<file path="config.mk">
export PLATFORM = sky130hd
export DESIGN_NAME = system_io_pin_select
export DESIGN_NICKNAME = d
export VERILOG_FILES = /design/src/rtl/sysio_pkg.sv /design/src/rtl/debug_switch_if.sv /design/src/rtl/debug_port_switch.sv /design/src/rtl/system_io_pin_select.sv
export SDC_FILE = /design/constraint.sdc
export NUM_CORES = 1
export LEC_CHECK = 0
export ABC_AREA = 1
export BUFFER_PORTS_ARGS = -buffer_cell sky130_fd_sc_hd__buf_2
export CAP_MARGIN = 20
export CORE_ASPECT_RATIO = 1.75
export CORE_UTILIZATION = 30
export CTS_CLUSTER_SIZE = 24
export DETAILED_ROUTE_END_ITERATION = 7
export PLACE_DENSITY_LB_ADDON = 0.2
export SYNTH_ARGS = -nofsm -noshare
export SYNTH_HDL_FRONTEND = slang
export SYNTH_SLANG_ARGS = --single-unit
</file>
<file path="constraint.sdc">
create_clock -name hclk -period 3.9 [get_ports hclk]
set_input_delay 0.195 -clock hclk [delete_from_list [all_inputs] [get_ports hclk]]
set_output_delay 0.195 -clock hclk [all_outputs]
set_load 0.05 [all_outputs]
</file>
<file path="src/rtl/sysio_pkg.sv">
package sysio_pkg;
  localparam int          NUM_PINS         = 5;
  localparam int          PAD_BITS         = 4;
  // Register byte offsets
  localparam logic [11:0] SYSIO_SEL_OFFSET = 12'h000;
  localparam logic [11:0] PAD_CFG_OFFSET   = 12'h004;
  localparam logic [11:0] STATUS_OFFSET    = 12'h008;
  // Selection bit positions
  localparam int          PIN_DATA_IN      = 0;
  localparam int          PIN_DATA_OUT     = 1;
  localparam int          PIN_MODE_SEL     = 2;
  localparam int          PIN_TEST_CLK     = 3;
  localparam int          PIN_ERASE        = 4;
  // Status bit positions
  localparam int          ST_SERIAL_WIRE   = 0;
  localparam int          ST_TEST_LATCHED  = 1;
  localparam int          ST_BSCAN         = 2;
  localparam int          ST_FAST_FLASH    = 3;
  // Reset values
  localparam logic [4:0]  SYSIO_SEL_RESET  = 5'h00;
  localparam logic [19:0] PAD_CFG_RESET    = 20'h00000;
  // Debug port switching sequence
  localparam int          LINE_RESET_ONES  = 50;
  localparam int          SEQ_BITS         = 16;
  localparam logic [15:0] SEQ_TO_SERIAL    = 16'hE79E;
  localparam logic [15:0] SEQ_TO_FOUR_WIRE = 16'hE73C;

  typedef enum logic [1:0] {
    SW_COUNT,
    SW_CAPTURE
  } switch_state_t;
endpackage

</file>
<file path="src/rtl/debug_switch_if.sv">
`timescale 1ns/100ps
interface debug_switch_if;
  logic tck;
  logic tms;
  logic serial_wire_active;

  modport ctrl (output tck, output tms, input serial_wire_active);
  modport det  (input tck, input tms, output serial_wire_active);
endinterface

</file>
<file path="src/rtl/debug_port_switch.sv">
`timescale 1ns/100ps
module debug_port_switch
  import sysio_pkg::*;
(
  input wire logic       hclk,
  input wire logic       hresetn,
  debug_switch_if.det    sw
);
  logic          tck_prev_reg;
  logic [5:0]    ones_reg;
  logic [4:0]    bits_reg;
  logic [15:0]   shift_reg;
  logic          serial_reg;
  switch_state_t state_reg;
  logic          tck_rise;
  logic [15:0]   shift_next;

  assign tck_rise   = sw.tck && !tck_prev_reg;
  assign shift_next = {sw.tms, shift_reg[15:1]};
  assign sw.serial_wire_active = serial_reg;

  always_ff @(posedge hclk or negedge hresetn) begin
    if (!hresetn) begin
      tck_prev_reg <= 1'b0;
    end else begin
      tck_prev_reg <= sw.tck;
    end
  end

  // Line reset of at least 50 ones, then a 16-bit select word, LSB first
  always_ff @(posedge hclk or negedge hresetn) begin
    if (!hresetn) begin
      state_reg  <= SW_COUNT;
      ones_reg   <= 6'h00;
      bits_reg   <= 5'h00;
      shift_reg  <= 16'h0000;
      serial_reg <= 1'b0;
    end else if (tck_rise) begin
      case (state_reg)
        SW_COUNT: begin
          if (sw.tms) begin
            if (ones_reg < 6'(LINE_RESET_ONES)) begin
              ones_reg <= ones_reg + 6'h01;
            end
          end else if (ones_reg == 6'(LINE_RESET_ONES)) begin
            state_reg <= SW_CAPTURE;
            shift_reg <= shift_next;
            bits_reg  <= 5'h01;
          end else begin
            ones_reg <= 6'h00;
          end
        end
        SW_CAPTURE: begin
          shift_reg <= shift_next;
          bits_reg  <= bits_reg + 5'h01;
          if (bits_reg == 5'(SEQ_BITS - 1)) begin
            state_reg <= SW_COUNT;
            ones_reg  <= sw.tms ? 6'h01 : 6'h00;
            if (shift_next == SEQ_TO_SERIAL) begin
              serial_reg <= 1'b1;
            end else if (shift_next == SEQ_TO_FOUR_WIRE) begin
              serial_reg <= 1'b0;
            end
          end
        end
        default: begin
          state_reg <= SW_COUNT;
        end
      endcase
    end
  end

  a_switch_needs_seq: assert property (@(posedge hclk) disable iff (!hresetn)
    $rose(serial_reg) |-> $past(state_reg) == SW_CAPTURE)
    else $error("serial wire enabled without select word");
endmodule

</file>
<file path="src/rtl/system_io_pin_select.sv">
// Functional notes
// - Shared pins come up in system/debug function until software selects port.
// - One selection bit per pin: data-in, data-out, mode-select, clock, erase.
// - Debug/port mode switching only through bus-matrix special registers.
// - Pad pull-up, trigger, debounce, filter settings writable in either mode.
// - Boundary-scan select high routes test port to boundary scan.
// - Four-wire debug port active from reset; serial wire off until switched.
// - Trace output on data-out pin only while serial wire port active.
// - One debug pin set gives access to both processor cores.
// - Test input latched at start-up selects fast flash programming while boundary-scan select is low; boundary scan follows boundary-scan select.
`timescale 1ns/100ps
module system_io_pin_select
  import sysio_pkg::*;
(
  input  wire logic        hclk,
  input  wire logic        hresetn,
  input  wire logic        hsel,
  input  wire logic [31:0] haddr,
  input  wire logic [1:0]  htrans,
  input  wire logic        hwrite,
  input  wire logic [2:0]  hsize,
  input  wire logic [31:0] hwdata,
  input  wire logic        hready,
  output logic             hreadyout,
  output logic             hresp,
  output logic [31:0]      hrdata,
  input  wire logic [4:0]  pin_in,
  output logic [4:0]       pin_out,
  output logic [4:0]       pin_oe,
  input  wire logic [4:0]  port_out,
  input  wire logic [4:0]  port_oe,
  output logic [4:0]       port_in,
  output logic [19:0]      pad_cfg,
  input  wire logic        dbg_tdo,
  input  wire logic        dbg_tdo_oe,
  input  wire logic        dbg_swdio_out,
  input  wire logic        dbg_swdio_oe,
  input  wire logic        async_trace_out,
  input  wire logic        async_trace_en,
  output logic             dbg_tdi,
  output logic             dbg_tms_swdio,
  output logic             dbg_tck,
  output logic             flash_erase_req,
  output logic             serial_wire_active,
  output logic [1:0]       core_debug_en,
  input  wire logic        boundary_scan_select,
  input  wire logic        test_mode_in,
  output logic             boundary_scan_en,
  output logic             fast_flash_prog_mode
);
  logic [4:0]  sysio_sel_reg;
  logic [19:0] pad_cfg_reg;
  logic        wr_pend_reg;
  logic [11:0] addr_reg;
  logic        test_latched_reg;
  logic        test_captured_reg;
  logic        addr_phase;
  logic [4:0]  sys_out;
  logic [4:0]  sys_oe;

  debug_switch_if sw_if ();

  debug_port_switch u_switch (
    .hclk    (hclk),
    .hresetn (hresetn),
    .sw      (sw_if.det)
  );

  function automatic logic [31:0] read_word(input logic [11:0] a);
    case (a)
      SYSIO_SEL_OFFSET: read_word = {27'h0000000, sysio_sel_reg};
      PAD_CFG_OFFSET:   read_word = {12'h000, pad_cfg_reg};
      STATUS_OFFSET:    read_word = {28'h0000000, fast_flash_prog_mode,
                                     boundary_scan_en, test_latched_reg,
                                     serial_wire_active};
      default:          read_word = 32'h00000000;
    endcase
  endfunction

  // Zero-wait slave, always OKAY
  assign hreadyout  = 1'b1;
  assign hresp      = 1'b0;
  assign addr_phase = hsel && htrans[1] && hready;

  always_ff @(posedge hclk or negedge hresetn) begin
    if (!hresetn) begin
      wr_pend_reg <= 1'b0;
      addr_reg    <= 12'h000;
      hrdata      <= 32'h00000000;
    end else begin
      wr_pend_reg <= addr_phase && hwrite;
      if (addr_phase) begin
        addr_reg <= {haddr[11:2], 2'b00};
      end
      hrdata <= (addr_phase && !hwrite) ? read_word({haddr[11:2], 2'b00}) : 32'h00000000;
    end
  end

  // Mode selection reachable only from the register bus
  always_ff @(posedge hclk or negedge hresetn) begin
    if (!hresetn) begin
      sysio_sel_reg <= SYSIO_SEL_RESET;
    end else if (wr_pend_reg && addr_reg == SYSIO_SEL_OFFSET) begin
      sysio_sel_reg <= hwdata[4:0];
    end
  end

  // Pad settings stay writable whatever the selection
  always_ff @(posedge hclk or negedge hresetn) begin
    if (!hresetn) begin
      pad_cfg_reg <= PAD_CFG_RESET;
    end else if (wr_pend_reg && addr_reg == PAD_CFG_OFFSET) begin
      pad_cfg_reg <= hwdata[19:0];
    end
  end
  assign pad_cfg = pad_cfg_reg;

  // Test input is caught on the first edge after reset release
  always_ff @(posedge hclk or negedge hresetn) begin
    if (!hresetn) begin
      test_captured_reg <= 1'b0;
      test_latched_reg  <= 1'b0;
    end else if (!test_captured_reg) begin
      test_captured_reg <= 1'b1;
      test_latched_reg  <= test_mode_in;
    end
  end

  assign boundary_scan_en     = boundary_scan_select;
  assign fast_flash_prog_mode = test_latched_reg && !boundary_scan_select;

  // Debug inputs idle when the pin belongs to the port controller
  assign sw_if.tck       = sysio_sel_reg[PIN_TEST_CLK] ? 1'b0 : pin_in[PIN_TEST_CLK];
  assign sw_if.tms       = sysio_sel_reg[PIN_MODE_SEL] ? 1'b1 : pin_in[PIN_MODE_SEL];
  assign dbg_tck         = sw_if.tck;
  assign dbg_tms_swdio   = sw_if.tms;
  assign dbg_tdi         = sysio_sel_reg[PIN_DATA_IN] ? 1'b1 : pin_in[PIN_DATA_IN];
  assign flash_erase_req = !sysio_sel_reg[PIN_ERASE] && pin_in[PIN_ERASE];
  assign port_in         = pin_in;
  assign serial_wire_active = sw_if.serial_wire_active;
  assign core_debug_en   = {2{!sysio_sel_reg[PIN_TEST_CLK]}};

  always_comb begin
    sys_out = 5'h00;
    sys_oe  = 5'h00;
    if (serial_wire_active) begin
      sys_out[PIN_DATA_OUT] = async_trace_out;
      sys_oe[PIN_DATA_OUT]  = async_trace_en;
      sys_out[PIN_MODE_SEL] = dbg_swdio_out;
      sys_oe[PIN_MODE_SEL]  = dbg_swdio_oe;
    end else begin
      sys_out[PIN_DATA_OUT] = dbg_tdo;
      sys_oe[PIN_DATA_OUT]  = dbg_tdo_oe;
    end
  end

  // Each pin picks port or system drive on its own selection bit
  always_ff @(posedge hclk or negedge hresetn) begin
    if (!hresetn) begin
      pin_out <= 5'h00;
      pin_oe  <= 5'h00;
    end else begin
      for (int i = 0; i < NUM_PINS; i++) begin
        pin_out[i] <= sysio_sel_reg[i] ? port_out[i] : sys_out[i];
        pin_oe[i]  <= sysio_sel_reg[i] ? port_oe[i] : sys_oe[i];
      end
    end
  end

  a_sel_write_takes: assert property (@(posedge hclk) disable iff (!hresetn)
    addr_phase && hwrite && haddr[11:0] == SYSIO_SEL_OFFSET ##1 1'b1
    |=> sysio_sel_reg == $past(hwdata[4:0]))
    else $error("selection write not stored");

  a_sel_only_by_bus: assert property (@(posedge hclk) disable iff (!hresetn)
    !(wr_pend_reg && addr_reg == SYSIO_SEL_OFFSET) |=> $stable(sysio_sel_reg))
    else $error("selection changed without bus write");

  a_pad_write_takes: assert property (@(posedge hclk) disable iff (!hresetn)
    wr_pend_reg && addr_reg == PAD_CFG_OFFSET |=> pad_cfg == $past(hwdata[19:0]))
    else $error("pad settings write lost");

  a_trace_not_jtag: assert property (@(posedge hclk) disable iff (!hresetn)
    !serial_wire_active && !sysio_sel_reg[PIN_DATA_OUT]
    |=> pin_oe[PIN_DATA_OUT] == $past(dbg_tdo_oe))
    else $error("trace driven in four-wire mode");

  a_trace_in_serial: assert property (@(posedge hclk) disable iff (!hresetn)
    serial_wire_active && !sysio_sel_reg[PIN_DATA_OUT]
    |=> pin_oe[PIN_DATA_OUT] == $past(async_trace_en)
    && pin_out[PIN_DATA_OUT] == $past(async_trace_out))
    else $error("trace missing on data-out pin in serial wire mode");

  // Erase request drops in the same cycle as the selection bit rises
  a_port_owns_pin: assert property (@(posedge hclk) disable iff (!hresetn)
    sysio_sel_reg[PIN_ERASE] |-> !flash_erase_req
    ##1 pin_oe[PIN_ERASE] == $past(port_oe[PIN_ERASE]))
    else $error("port pin not handed over");

  a_port_data_out: assert property (@(posedge hclk) disable iff (!hresetn)
    sysio_sel_reg[PIN_DATA_OUT] |=> pin_out[PIN_DATA_OUT] == $past(port_out[PIN_DATA_OUT])
    && pin_oe[PIN_DATA_OUT] == $past(port_oe[PIN_DATA_OUT]))
    else $error("data-out pin not driven by port controller");

  a_system_default: assert property (@(posedge hclk)
    $rose(hresetn) |-> sysio_sel_reg == 5'h00 && !serial_wire_active)
    else $error("pins not in system function after reset");

  a_bscan_route: assert property (@(posedge hclk) disable iff (!hresetn)
    boundary_scan_select |-> boundary_scan_en && !fast_flash_prog_mode)
    else $error("boundary scan not routed");

  a_test_latched: assert property (@(posedge hclk) disable iff (!hresetn)
    test_captured_reg |=> $stable(test_latched_reg))
    else $error("test mode changed after start-up");

  a_both_cores: assert property (@(posedge hclk) disable iff (!hresetn)
    core_debug_en[0] == core_debug_en[1])
    else $error("cores see different debug access");

  c_serial_switch: cover property (@(posedge hclk) $rose(serial_wire_active));
  c_pad_write:     cover property (@(posedge hclk) wr_pend_reg && addr_reg == PAD_CFG_OFFSET);
  c_port_handover: cover property (@(posedge hclk) $rose(sysio_sel_reg[PIN_DATA_OUT]));
  c_status_read:   cover property (@(posedge hclk)
    addr_phase && !hwrite && haddr[11:0] == STATUS_OFFSET);
endmodule
</file>
==> impl_metrics.tcl <==
set metrics [dict create \
    grt_overflow 0 \
    peakVddDrop_uv 229 \
    cts_setup_buffers 0 \
    rows 58 \
    violations "hold timing" \
    initial_core_util 0.308 \
    setup_tns_ns 0 \
    synth_cell_type_count 36 \
    drive_above_1_share 0.282 \
    antenna-diode-count 0 \
    rsz0062_at_grt "no" \
    grt_max_degree 78 \
    path_clk_slew_ns 0.06 \
    clock_skew_ns 0.00713 \
    cts_tree "yes" \
    track_usage 0.144 \
    grt_pass1_vias 3319 \
    timing.final.crit_share 0.532 \
    post_cts_resized 0 \
    synth-seq-cells 97 \
    critPathMaxFanout 27 \
    synth_most_common_cell "nand2_1" \
    clk_path_buf_depth 2 \
    swShare 0.288 \
    maxCapViolCount 0 \
    rr_endpoint "pad_cfg[15]" \
    period_minus_slack_ns 2.08 \
    syn-cell-area_um2 4450 \
    hpwlAfterDp_um 8060 \
    slew_headroom 0.333 \
    dieArea_um2 15300 \
    final-hold-violation-count 3 \
    hold_path_class "primary input to async pin" \
    crit_type "register to register" \
    endpoint_kind "register" \
    h-tree-depth 3 \
    avgRoutedWirePerCell_um 13.3 \
    ys.flop_type "dfrtp_1" \
    die_h_um 163 \
    synth_common_cells "nand2_1 (134), dfrtp_1 (97), nor2_1 (59), nand3_1 (47), inv_1 (45)" \
    fin_nets 708 \
    async_reset_ff_frac 1.00 \
    core_um2 14400 \
    drt_iter0_drc 137 \
    route.detailed.drc 0 \
    finalWorstSetupSlack_ns 1.82 \
    ioPinCount 175 \
    yosys-top-cells-area "dfrtp_1 (55%), nand2_1 (11%), nand3_1 (5.3%)" \
    place_ws_ns 1.79 \
    port-buffer-count 120 \
    power_frac_clock 0.363 \
    antenna_found_initial 0 \
    cts_made_buffers 9 \
    vias_per_cell 4.43 \
    r2r_cells 6 \
    r2r_start "addr_reg[4]" \
    drt-total-wl_um 10600 \
    yosys.area.top_type_share 0.546 \
    synth_top_area_cell "dfrtp_1" \
    synth-seq-area-share 0.546 \
    leakage_nw 2.75 \
    regToRegSetupSlack_ns 1.82 \
    hold_ws_ns -0.0164 \
    worstPathRequired_ns 4.12 \
    worst_pin_slew_ns 0.997 \
    max_freq_ghz 0.482 \
    outcome "finished with violations" \
    vias 3501 \
    start_kind "register" \
    ys_warn_count 0 \
    internal_power_w 0.00185 \
    power_frac_comb 0.169 \
    clock_latency_ns 0.33 \
    postRouteAntennaNets 0 \
    syn_inst 496 \
    clock-sinks 97 \
    synth_edf_count 0 \
    syn_avg_cell_area_um2 8.97 \
    drv_slew 0 \
    arrival_ns 2.30 \
    p_per_area_nw_per_um2 482 \
    die_w_um 94.1 \
    firstDrtPassIters 4 \
    cts_hold_buf 0 \
    power.switching_w 0.000748 \
    p_seq_frac 0.468 \
    place_congestion 0.821 \
    area_growth_pct 21.0 \
    setup_viol 0 \
    grt_pass1_wl_um 16900 \
    cts_root_buffer "clkbuf_16" \
]
## cell families after synthesis
| group | share of synthesized area |
|---|---|
| buf+inv | 0.104 |
| flops | 0.546 |
| mux | 0.0225 |
| fa+ha+maj | 0.0112 |
| xor+xnor | 0.00394 |
| other cells | 0.00169 |
| compound gates | 0.0501 |
| simple gates | 0.261 |
## area by class of cell
type	instances	area (um^2)
flip-flops and latches	97	2430
fillers	1504	9060
well taps	180	225
clock inverters	4	77.6
repair buffers	122	618
inverters	48	183
clock buffers	11	243
multi-input cells	329	1610
## layer usage
metal | GRT usage | wire length (um) | vias up
met5 | 0 | 0 | -
met4 | 0.0524 | 138 | 0
met3 | 0.0326 | 492 | 8
met2 | 0.259 | 5730 | 106
met1 | 0.163 | 4190 | 1645
li1 | - | - | 1742
## worst max-delay path by stage
| stage | start | depth (start not counted) | end |
|---|---|---|---|
| 6_report | addr_reg[4] | 6 | pad_cfg[15] |
| 5_1_grt | addr_reg[11] | 6 | pad_cfg[2] |
| 4_1_cts | addr_reg[4] | 6 | pad_cfg[13] |
| 3_5_place_dp | addr_reg[4] | 6 | pad_cfg[13] |
| 3_3_place_gp | addr_reg[4] | 6 | pad_cfg[18] |
| 2_1_floorplan | sysio_sel_reg[3] | 7 | u_switch.ones_reg[5] |
## through the flow
step	util	total power [W]	instance area (um^2)	cells
final	0.373	0.00259	5380	791
after global routing	0.373	0.00272	5380	791
after CTS	0.373	0.00264	5380	791
after detailed placement	0.350	0.00168	5060	776
after global placement	0.350	0.00166	5060	776
after floorplan	-	0.00155	4500	509
## critical path, stage by stage (launching register included)
cell and delay [ns]:
dfrtp_1 0.37, nor2_1 0.12, nand3b_1 0.14, nor3_4 0.78, nand2_4 0.34, nand2_1 0.15, nand2_1 0.05
## power groups by stage
stage          sequential [W]  combinational, W  clock [W]
6_report              0.00122          0.000438   0.000941
5_1_grt               0.00123          0.000486    0.00101
4_1_cts               0.00122          0.000445   0.000977
3_5_place_dp          0.00123          0.000444          0
3_3_place_gp          0.00123          0.000434          0
2_1_floorplan         0.00130          0.000256          0
## layout by cell type, fill, tap and decap left out
cell | synthesis | layout
a21oi_1 | 7 | 7
buf_2 | 5 | 119
buf_4 | 23 | 3
bufinv_16 | 0 | 2
clkbuf_1 | 0 | 1
clkbuf_16 | 0 | 9
clkbuf_8 | 0 | 1
clkinv_4 | 0 | 2
conb_1 | 2 | 15
dfrtp_1 | 97 | 97
ha_1 | 4 | 4
inv_1 | 45 | 45
inv_2 | 2 | 2
inv_4 | 1 | 1
mux2_2 | 8 | 8
mux2i_1 | 1 | 1
nand2_1 | 134 | 134
nand2_2 | 1 | 1
nand2_4 | 1 | 1
nand3_1 | 47 | 47
nand3_2 | 1 | 1
nand3_4 | 1 | 1
nand3b_1 | 4 | 4
nand4_1 | 4 | 4
nor2_1 | 59 | 59
nor2_2 | 5 | 5
nor2_4 | 1 | 1
nor2_8 | 1 | 1
nor3_1 | 2 | 2
nor3_4 | 1 | 1
o21ai_0 | 4 | 4
o21ai_1 | 11 | 11
o21ai_2 | 10 | 10
o21bai_1 | 1 | 1
o21bai_2 | 1 | 1
o22ai_1 | 1 | 1
or2_2 | 2 | 2
xnor2_1 | 1 | 1
xor2_1 | 1 | 1
Note: power is estimated with default switching activity, not from simulation.
